### config.mk
export PLATFORM = sky130hd
export DESIGN_NAME = overtemp_safety_trip_latch
export DESIGN_NICKNAME = d
export VERILOG_FILES = /design/src/pkg/limiter_pkg.sv /design/src/logic/pin_sync.sv /design/src/logic/setpoint_confirm.sv /design/src/logic/overtemp_safety_trip_latch.sv
export SDC_FILE = /design/constraint.sdc
export NUM_CORES = 1
export LEC_CHECK = 0
export ABC_AREA = 1
export ABC_CLOCK_PERIOD_IN_PS = 2450
export BUFFER_PORTS_ARGS = -buffer_cell sky130_fd_sc_hd__buf_2
export CORE_ASPECT_RATIO = 0.8
export CORE_MARGIN = 8
export CORE_UTILIZATION = 50
export CTS_BUF_LIST = sky130_fd_sc_hd__clkbuf_8
export DETAILED_ROUTE_END_ITERATION = 10
export PLACE_DENSITY = 0.8
export SLEW_MARGIN = 20
export SYNTH_ARGS = -nofsm -noshare
export SYNTH_HDL_FRONTEND = slang
export SYNTH_SLANG_ARGS = --single-unit
### constraint.sdc
create_clock -name CLK_I -period 2.45 [get_ports CLK_I]
set_input_delay 0 -clock CLK_I [delete_from_list [all_inputs] [get_ports CLK_I]]
set_output_delay 0 -clock CLK_I [all_outputs]
set_load 0.01 [all_outputs]
### src/pkg/limiter_pkg.sv
// Operation
// - The block trips whenever the limiter temperature is at or above the active setpoint.
// - A probe open, probe short, internal component fault or supply fault trips it as well.
// - Entering the trip removes heater power in the same cycle, with no delay or filtering.
// - A clear request is ignored while overtemperature or any fault remains active.
// - A clear request may come from the front button, the local interface or a remote port.
// - With self-rearm on, no heater current at the overtemperature and no fault seen during the trip, it clears itself.
// - With self-rearm off or current seen at the overtemperature, it waits for a clear.
// - While the safety output is off the main heater output is forced off.
// - The main output may be on only with the sensor connected and below the setpoint.
// - A new setpoint is taken only if confirmed within 30 seconds, otherwise it is dropped.
package limiter_pkg;

   localparam int TEMP_W = 12;
   localparam int ADDR_W = 4;
   localparam int DATA_W = 16;

   localparam logic [ADDR_W-1:0] REG_CTRL     = 4'h0;
   localparam logic [ADDR_W-1:0] REG_STATUS   = 4'h1;
   localparam logic [ADDR_W-1:0] REG_SETPOINT = 4'h2;
   localparam logic [ADDR_W-1:0] REG_SP_ENTRY = 4'h3;
   localparam logic [ADDR_W-1:0] REG_IRQ_STAT = 4'h4;
   localparam logic [ADDR_W-1:0] REG_IRQ_MASK = 4'h5;

   localparam int CTRL_REARM_BIT = 0;
   localparam int CTRL_UICLR_BIT = 1;

   localparam int ST_TRIPPED_BIT = 0;
   localparam int ST_CURFLAG_BIT = 1;
   localparam int ST_OTSEEN_BIT  = 2;
   localparam int ST_FLTSEEN_BIT = 3;
   localparam int ST_PENDING_BIT = 4;
   localparam int ST_SAFETY_BIT  = 5;
   localparam int ST_MAIN_BIT    = 6;

   localparam int IRQ_W        = 4;
   localparam int IRQ_TRIP_BIT = 0;
   localparam int IRQ_CLR_BIT  = 1;
   localparam int IRQ_SPOK_BIT = 2;
   localparam int IRQ_SPEXP_BIT = 3;

   localparam logic [TEMP_W-1:0] SP_RESET = 12'h0C8;
   localparam logic [IRQ_W-1:0]  IRQ_MASK_RESET = 4'h0;

   localparam longint CLK_HZ           = 25_000_000;
   localparam longint CONFIRM_WINDOW_S = 30;
   localparam longint CONFIRM_CYC      = CONFIRM_WINDOW_S * CLK_HZ;

   typedef enum logic [1:0] {
      ST_ARMED   = 2'b01,
      ST_TRIPPED = 2'b10
   } trip_state_t;

endpackage

### src/logic/pin_sync.sv
`timescale 1ns/1ns
`default_nettype none
// Three-stage synchroniser; the output moves only when stages two and three agree.
module pin_sync (
   // Clock and reset
   input  wire logic CLK_I,
   input  wire logic RST_I,
   // Pin and synchronised level
   input  wire logic pin_i,
   output var  logic level_o
);
   logic s1_ff;
   logic s2_ff;
   logic s3_ff;
   logic lvl_ff;
   wire  agree = (s2_ff == s3_ff);

   always_ff @(posedge CLK_I or posedge RST_I) begin
      if (RST_I) begin
         s1_ff  <= 1'b0;
         s2_ff  <= 1'b0;
         s3_ff  <= 1'b0;
         lvl_ff <= 1'b0;
      end else begin
         s1_ff  <= pin_i;
         s2_ff  <= s1_ff;
         s3_ff  <= s2_ff;
         lvl_ff <= agree ? s3_ff : lvl_ff;
      end
   end

   assign level_o = lvl_ff;
endmodule
`default_nettype wire

### src/logic/setpoint_confirm.sv
`timescale 1ns/1ns
`default_nettype none
// Holds the active limit setpoint and a pending entry that waits for confirmation.
module setpoint_confirm
   import limiter_pkg::*;
#(
   parameter longint CONFIRM_CYCLES = CONFIRM_CYC
) (
   // Clock and reset
   input  wire logic              CLK_I,
   input  wire logic              RST_I,
   // Entry and confirmation
   input  wire logic              load_i,
   input  wire logic [TEMP_W-1:0] value_i,
   input  wire logic              confirm_i,
   // Results
   output var  logic [TEMP_W-1:0] sp_o,
   output var  logic              pending_o,
   output var  logic              commit_o,
   output var  logic              expire_o
);
   localparam int CNT_W = $clog2(CONFIRM_CYCLES + 1);
   localparam logic [CNT_W-1:0] CNT_LOAD = CNT_W'(CONFIRM_CYCLES);
   localparam logic [CNT_W-1:0] CNT_ONE  = CNT_W'(1);

   logic [TEMP_W-1:0] sp_ff;
   logic [TEMP_W-1:0] entry_ff;
   logic              pend_ff;
   logic [CNT_W-1:0]  cnt_ff;

   wire commit = pend_ff & confirm_i & ~load_i;
   wire expire = pend_ff & ~confirm_i & ~load_i & (cnt_ff == CNT_ONE);

   always_ff @(posedge CLK_I or posedge RST_I) begin
      if (RST_I) begin
         sp_ff    <= SP_RESET;
         entry_ff <= '0;
         pend_ff  <= 1'b0;
         cnt_ff   <= '0;
      end else begin
         sp_ff    <= commit ? entry_ff : sp_ff;
         entry_ff <= load_i ? value_i : entry_ff;
         pend_ff  <= load_i | (pend_ff & ~commit & ~expire);
         cnt_ff   <= load_i ? CNT_LOAD : (pend_ff ? cnt_ff - CNT_ONE : cnt_ff);
      end
   end

   assign sp_o      = sp_ff;
   assign pending_o = pend_ff;
   assign commit_o  = commit;
   assign expire_o  = expire;
endmodule
`default_nettype wire

### src/logic/overtemp_safety_trip_latch.sv
`timescale 1ns/1ns
`default_nettype none
// Redundant overtemperature cut-out for the heater, with latched trip and interlock.
module overtemp_safety_trip_latch
   import limiter_pkg::*;
#(
   parameter longint CONFIRM_CYCLES = CONFIRM_CYC
) (
   // Clock and reset
   input  wire logic              CLK_I,
   input  wire logic              RST_I,
   // Sensing front end, same clock
   input  wire logic [TEMP_W-1:0] TEMP_I,
   input  wire logic              PROBE_OPEN_I,
   input  wire logic              PROBE_SHORT_I,
   input  wire logic              COMP_FAULT_I,
   input  wire logic              SUPPLY_FAULT_I,
   input  wire logic              HEAT_CURRENT_I,
   // Normal controller request and remote clear, same clock
   input  wire logic              CTRL_REQ_I,
   input  wire logic              REMOTE_CLR_I,
   // Front panel buttons, asynchronous pins
   input  wire logic              CLR_BTN_I,
   input  wire logic              CONFIRM_BTN_I,
   // Register port
   input  wire logic [ADDR_W-1:0] ADDR_I,
   input  wire logic [DATA_W-1:0] WDATA_I,
   input  wire logic              WR_I,
   input  wire logic              RD_I,
   output var  logic [DATA_W-1:0] RDATA_O,
   // Outputs to the heater switches
   output var  logic              SAFETY_OUT_O,
   output var  logic              MAIN_OUT_O,
   output var  logic              TRIPPED_O,
   // Interrupt
   output var  logic              IRQ_O
);

   trip_state_t       state_ff;
   trip_state_t       nxt_state;
   logic              rearm_en_ff;
   logic              cur_flag_ff;
   logic              ot_seen_ff;
   logic              flt_seen_ff;
   logic [IRQ_W-1:0]  irq_stat_ff;
   logic [IRQ_W-1:0]  irq_mask_ff;
   logic [DATA_W-1:0] rdata_ff;
   logic              clr_lvl_ff;
   logic              cfm_lvl_ff;
   logic              clr_lvl;
   logic              cfm_lvl;
   logic [TEMP_W-1:0] sp_active;
   logic              sp_pending;
   logic              sp_commit;
   logic              sp_expire;

   // Button pins are synchronised before any edge is taken.
   pin_sync u_clr_sync (
      .CLK_I   (CLK_I),
      .RST_I   (RST_I),
      .pin_i   (CLR_BTN_I),
      .level_o (clr_lvl)
   );

   pin_sync u_cfm_sync (
      .CLK_I   (CLK_I),
      .RST_I   (RST_I),
      .pin_i   (CONFIRM_BTN_I),
      .level_o (cfm_lvl)
   );

   always_ff @(posedge CLK_I or posedge RST_I) begin
      if (RST_I) begin
         clr_lvl_ff <= 1'b0;
         cfm_lvl_ff <= 1'b0;
      end else begin
         clr_lvl_ff <= clr_lvl;
         cfm_lvl_ff <= cfm_lvl;
      end
   end

   wire clr_btn_pulse = clr_lvl & ~clr_lvl_ff;
   wire cfm_btn_pulse = cfm_lvl & ~cfm_lvl_ff;

   // Register decode.
   wire wr_ctrl  = WR_I & (ADDR_I == REG_CTRL);
   wire wr_entry = WR_I & (ADDR_I == REG_SP_ENTRY);
   wire wr_mask  = WR_I & (ADDR_I == REG_IRQ_MASK);
   wire rd_stat  = RD_I & (ADDR_I == REG_IRQ_STAT);

   setpoint_confirm #(
      .CONFIRM_CYCLES (CONFIRM_CYCLES)
   ) u_setpoint (
      .CLK_I     (CLK_I),
      .RST_I     (RST_I),
      .load_i    (wr_entry),
      .value_i   (WDATA_I[TEMP_W-1:0]),
      .confirm_i (cfm_btn_pulse),
      .sp_o      (sp_active),
      .pending_o (sp_pending),
      .commit_o  (sp_commit),
      .expire_o  (sp_expire)
   );

   wire overtemp  = (TEMP_I >= sp_active);
   wire fault_any = PROBE_OPEN_I | PROBE_SHORT_I | COMP_FAULT_I | SUPPLY_FAULT_I;
   wire sensor_ok = ~PROBE_OPEN_I & ~PROBE_SHORT_I;
   wire trip_cond = overtemp | fault_any;

   wire armed   = (state_ff == ST_ARMED);
   wire tripped = (state_ff == ST_TRIPPED);

   wire ui_clr  = wr_ctrl & WDATA_I[CTRL_UICLR_BIT];
   wire clr_req = clr_btn_pulse | ui_clr | REMOTE_CLR_I;
   wire auto_clr = rearm_en_ff & ot_seen_ff & ~flt_seen_ff & ~cur_flag_ff;
   wire release_trip = tripped & ~trip_cond & (clr_req | auto_clr);
   wire enter_trip   = armed & trip_cond;

   always_comb begin
      case (state_ff)
         ST_ARMED: begin
            nxt_state = trip_cond ? ST_TRIPPED : ST_ARMED;
         end
         ST_TRIPPED: begin
            nxt_state = release_trip ? ST_ARMED : ST_TRIPPED;
         end
         default: begin
            nxt_state = ST_TRIPPED;
         end
      endcase
   end

   wire in_ot_trip   = overtemp & (enter_trip | (tripped & ~release_trip));
   wire nxt_cur_flag = ~release_trip & (cur_flag_ff | (in_ot_trip & HEAT_CURRENT_I));
   wire nxt_ot_seen  = ~release_trip & (ot_seen_ff | in_ot_trip);
   wire nxt_flt_seen = ~release_trip & (flt_seen_ff | (fault_any & (enter_trip | tripped)));

   always_ff @(posedge CLK_I or posedge RST_I) begin
      if (RST_I) begin
         state_ff    <= ST_TRIPPED;
         cur_flag_ff <= 1'b0;
         ot_seen_ff  <= 1'b0;
         flt_seen_ff <= 1'b0;
      end else begin
         state_ff    <= nxt_state;
         cur_flag_ff <= nxt_cur_flag;
         ot_seen_ff  <= nxt_ot_seen;
         flt_seen_ff <= nxt_flt_seen;
      end
   end

   // immediate cut
   // The safety path is combinational so a trip cuts power in the cycle it appears.
   wire safety_on = armed & ~trip_cond;
   wire main_on   = safety_on & CTRL_REQ_I & sensor_ok & ~overtemp;

   assign SAFETY_OUT_O = safety_on;
   assign MAIN_OUT_O   = main_on;
   assign TRIPPED_O    = tripped;

   // Interrupt status: an event in the clearing read's cycle survives the clear.
   logic [IRQ_W-1:0] irq_ev;
   always_comb begin
      irq_ev = '0;
      irq_ev[IRQ_TRIP_BIT]  = enter_trip;
      irq_ev[IRQ_CLR_BIT]   = release_trip;
      irq_ev[IRQ_SPOK_BIT]  = sp_commit;
      irq_ev[IRQ_SPEXP_BIT] = sp_expire;
   end

   wire [IRQ_W-1:0] nxt_irq_stat = (rd_stat ? '0 : irq_stat_ff) | irq_ev;

   always_ff @(posedge CLK_I or posedge RST_I) begin
      if (RST_I) begin
         irq_stat_ff <= '0;
         irq_mask_ff <= IRQ_MASK_RESET;
         rearm_en_ff <= 1'b0;
      end else begin
         irq_stat_ff <= nxt_irq_stat;
         irq_mask_ff <= wr_mask ? WDATA_I[IRQ_W-1:0] : irq_mask_ff;
         rearm_en_ff <= wr_ctrl ? WDATA_I[CTRL_REARM_BIT] : rearm_en_ff;
      end
   end

   assign IRQ_O = |(irq_stat_ff & irq_mask_ff);

   // Read mux; unmapped addresses read zero.
   logic [DATA_W-1:0] ctrl_word;
   logic [DATA_W-1:0] stat_word;
   logic [DATA_W-1:0] rd_mux;
   always_comb begin
      ctrl_word = '0;
      ctrl_word[CTRL_REARM_BIT] = rearm_en_ff;
      stat_word = '0;
      stat_word[ST_TRIPPED_BIT] = tripped;
      stat_word[ST_CURFLAG_BIT] = cur_flag_ff;
      stat_word[ST_OTSEEN_BIT]  = ot_seen_ff;
      stat_word[ST_FLTSEEN_BIT] = flt_seen_ff;
      stat_word[ST_PENDING_BIT] = sp_pending;
      stat_word[ST_SAFETY_BIT]  = safety_on;
      stat_word[ST_MAIN_BIT]    = main_on;
      case (ADDR_I)
         REG_CTRL: begin
            rd_mux = ctrl_word;
         end
         REG_STATUS: begin
            rd_mux = stat_word;
         end
         REG_SETPOINT: begin
            rd_mux = DATA_W'(sp_active);
         end
         REG_IRQ_STAT: begin
            rd_mux = DATA_W'(irq_stat_ff);
         end
         REG_IRQ_MASK: begin
            rd_mux = DATA_W'(irq_mask_ff);
         end
         default: begin
            rd_mux = '0;
         end
      endcase
   end

   always_ff @(posedge CLK_I or posedge RST_I) begin
      if (RST_I) begin
         rdata_ff <= '0;
      end else begin
         rdata_ff <= RD_I ? rd_mux : '0;
      end
   end

   assign RDATA_O = rdata_ff;
endmodule
`default_nettype wire

==> impl_metrics.json <==
{
  "powerDensity_nw_per_um2": 793,
  "nNetsFinal": 683,
  "ant_nets": 0,
  "relSlewSlack_pct": 53.6,
  "crit_required_ps": 2450,
  "avgViaCountPerCell": 5.23,
  "die_x_um": 122,
  "ys_ff_latch": 91,
  "yosysWarnings": 0,
  "synth.area.mux_share_pct": 0,
  "startpoint_type": "register",
  "rsz0062_at_grt": "no",
  "numClockSinks": 91,
  "synth_top_family_by_area": "simple AND/OR/NAND/NOR gates",
  "final_cell_mix": "nand2_1, inv_1, dfrtp_1, nor2_1, buf_2",
  "rrSetupSlack_ps": 260,
  "ys_types": 38,
  "synth_area_sq_um": 4490,
  "syn2layout_area_growth_pct": 17.6,
  "start_util_pct": 50.5,
  "tritoncts": "yes",
  "routed_wire_length_per_instance_um": 14.1,
  "synthCells": 541,
  "first_iter_violations": 341,
  "fin_setup_tns_ps": 0,
  "cp_max_fo": 3,
  "ioPinCount": 65,
  "critPathCaptureType": "primary output",
  "antenna_found_initial": 0,
  "routabilityCongestion": 0.897,
  "hold_class": "primary input to register",
  "die_h_um": 101,
  "skew_ps": 11.2,
  "tightest_slew_ps": 695,
  "status": "finished clean",
  "cts_buffers": 9,
  "synth_sequential_area_ratio_pct": 50.9,
  "cts.clk_slew.worst_paths_ps": 80,
  "grt_pass1_vias": 3751,
  "port_buffers": 56,
  "final_layout_size_suffix_gt1_share_pct": 15.2,
  "clockBufferDepth": 2,
  "grt_pass1_wl_um": 17600,
  "cp.arrival_ps": 2280,
  "synth_adder_area_share_pct": 4.91,
  "grt_max_degree": 42,
  "dp_hpwl_um": 7690,
  "finalHoldViolations": 0,
  "finalWorstPathRequiredPeriod_ps": 2280,
  "worstSetupPathType": "register to primary output",
  "die_area_sq_um": 12300,
  "ir_drop_uv": 405,
  "drtPass1Iterations": 5,
  "post-route-drc-count": 0,
  "p_leak_uw": 0.00266,
  "design.core.area_sq_um": 8880,
  "yosys.area_share.simple_pct": 22.7,
  "drv_slew": 0,
  "max_freq_mhz": 438,
  "ctsResizeCount": 0,
  "htreeDepth": 3,
  "avgSynthCellArea_sq_um": 8.30,
  "diodes": 0,
  "finalSetupViolCount": 0,
  "maxCapViolCount": 0,
  "timing.final.crit_share_pct": 93.1,
  "dp.cells": 707,
  "synthXorXnorAreaFrac_pct": 0.195,
  "stdcell_count": 742,
  "routed_wl_um": 10500,
  "vias": 3877,
  "root_buffer": "clkbuf_8",
  "grt_use_total_pct": 18.0,
  "final_common_cell": "nand2_1",
  "clkLatencyLatePin_ps": 370,
  "rows": 31,
  "synth-compound-area-share_pct": 11.7,
  "grt.overflow.total": 0
}
final cells by class:
type / count / area [sq um]
fillers: 780 / 3600
flip-flops and latches: 91 / 2280
multi-input cells: 347 / 1790
repair buffers: 80 / 508
inverters: 93 / 350
well taps: 115 / 144
clock buffers: 9 / 124
clock inverters: 7 / 85.1
synth_stat cells, drive strengths merged:
cell,n,share of area [%]
a221oi,3,0.59
a211oi,1,0.17
o211ai,2,0.33
inv,93,7.8
buf,8,1.4
a31oi,1,0.14
o21a,1,0.17
ha,16,4.5
nor3b,1,0.17
maj3,2,0.45
nand4,12,2.0
dfrtp,87,49
o31ai,1,0.17
o21ai,44,4.9
o22ai,7,0.98
dfstp,4,2.3
o311ai,1,0.20
nand3b,3,0.50
xor2,1,0.20
a22oi,1,0.17
nor4,6,1.2
or2,2,0.28
clkbuf,5,0.42
conb,1,0.084
nand2,100,8.4
nor2,71,6.2
nand3,19,2.1
nor3,13,1.9
a21oi,35,3.9
what timing repair did:
action / in CTS / in global routing
setup buffers: 0 / 0
hold endpoints to repair: 60 / 0
hold buffers: 19 / 0
metal layers:
metal / track usage (%) / part of all wire, %
met1: 23.0 / 43
met2: 28.6 / 47
met3: 4.54 / 7.3
met4: 7.28 / 2.5
met5: 0 / 0
stage by stage:
step / utilization (%) / instance area, sq um / setup WS (ps) / hold slack [ps] / total power [uW]
floorplan: - / 4500 / 93.0 / 31.4 / 2770
global placement: 55.0 / 4880 / 411 / 110 / 3010
detailed placement: 55.0 / 4880 / 368 / 112 / 3100
CTS: 59.4 / 5280 / 184 / 26.0 / 4200
global route: 59.4 / 5280 / 11.6 / 56.0 / 4480
finish: 59.4 / 5280 / 168 / 42.1 / 4190
sequential cells by signal, indices dropped and copies added (netlist names), 2 cells and up:
register,cells
u_setpoint.entry_ff,12
u_setpoint.cnt_ff,30
state_ff,2
irq_stat_ff,4
u_setpoint.sp_o,12
RDATA_O,12
irq_mask_ff,4
report_power, final:
group | internal (uW) | total, uW | switching (uW)
logic | 411 | 1080 | 669
registers | 1830 | 2030 | 209
clock network | 564 | 1070 | 509
total | 2800 | 4190 | 1390
worst max-delay path: stages (launching register included):
cell and delay [ps]:
dfstp_2 540, inv_1 60, ha_1 280, nand2_1 70, inv_1 40, nand2_1 80, nor2_1 40, nor2_1 200
nand3_1 140, nor2_2 140, inv_1 70, nor2_1 120, buf_2 160
final timing paths:
| path | depth (start not counted) | startpoint | endpoint |
|---|---|---|---|
| max | 12 | u_setpoint.sp_o[6]$_DFFE_PP1P_ | MAIN_OUT_O |
| max in group asynchronous | 4 | RST_I | state_ff[1]$_DFF_PP1_ |
| max reg2reg | 11 | u_setpoint.sp_o[6]$_DFFE_PP1P_ | state_ff[1]$_DFF_PP1_ |
| min | 4 | ADDR_I[0] | RDATA_O[4]$_DFF_PP0_ |
| min reg2reg | 0 | u_clr_sync.s1_ff$_DFF_PP0_ | u_clr_sync.s2_ff$_DFF_PP0_ |
| min in group asynchronous | 3 | RST_I | u_setpoint.cnt_ff[12]$_DFFE_PP0P_ |
kinds of logic after synthesis:
kind of cell / Yosys count
xor gates and xnor gates: 1
adders and majority gates: 18
buffers and inverters: 106
and+or+nand+nor: 227
DFF: 91
other: 1
AOI/OAI and AO/OA: 97
No activity file was read; power rests on OpenSTA's default activity.
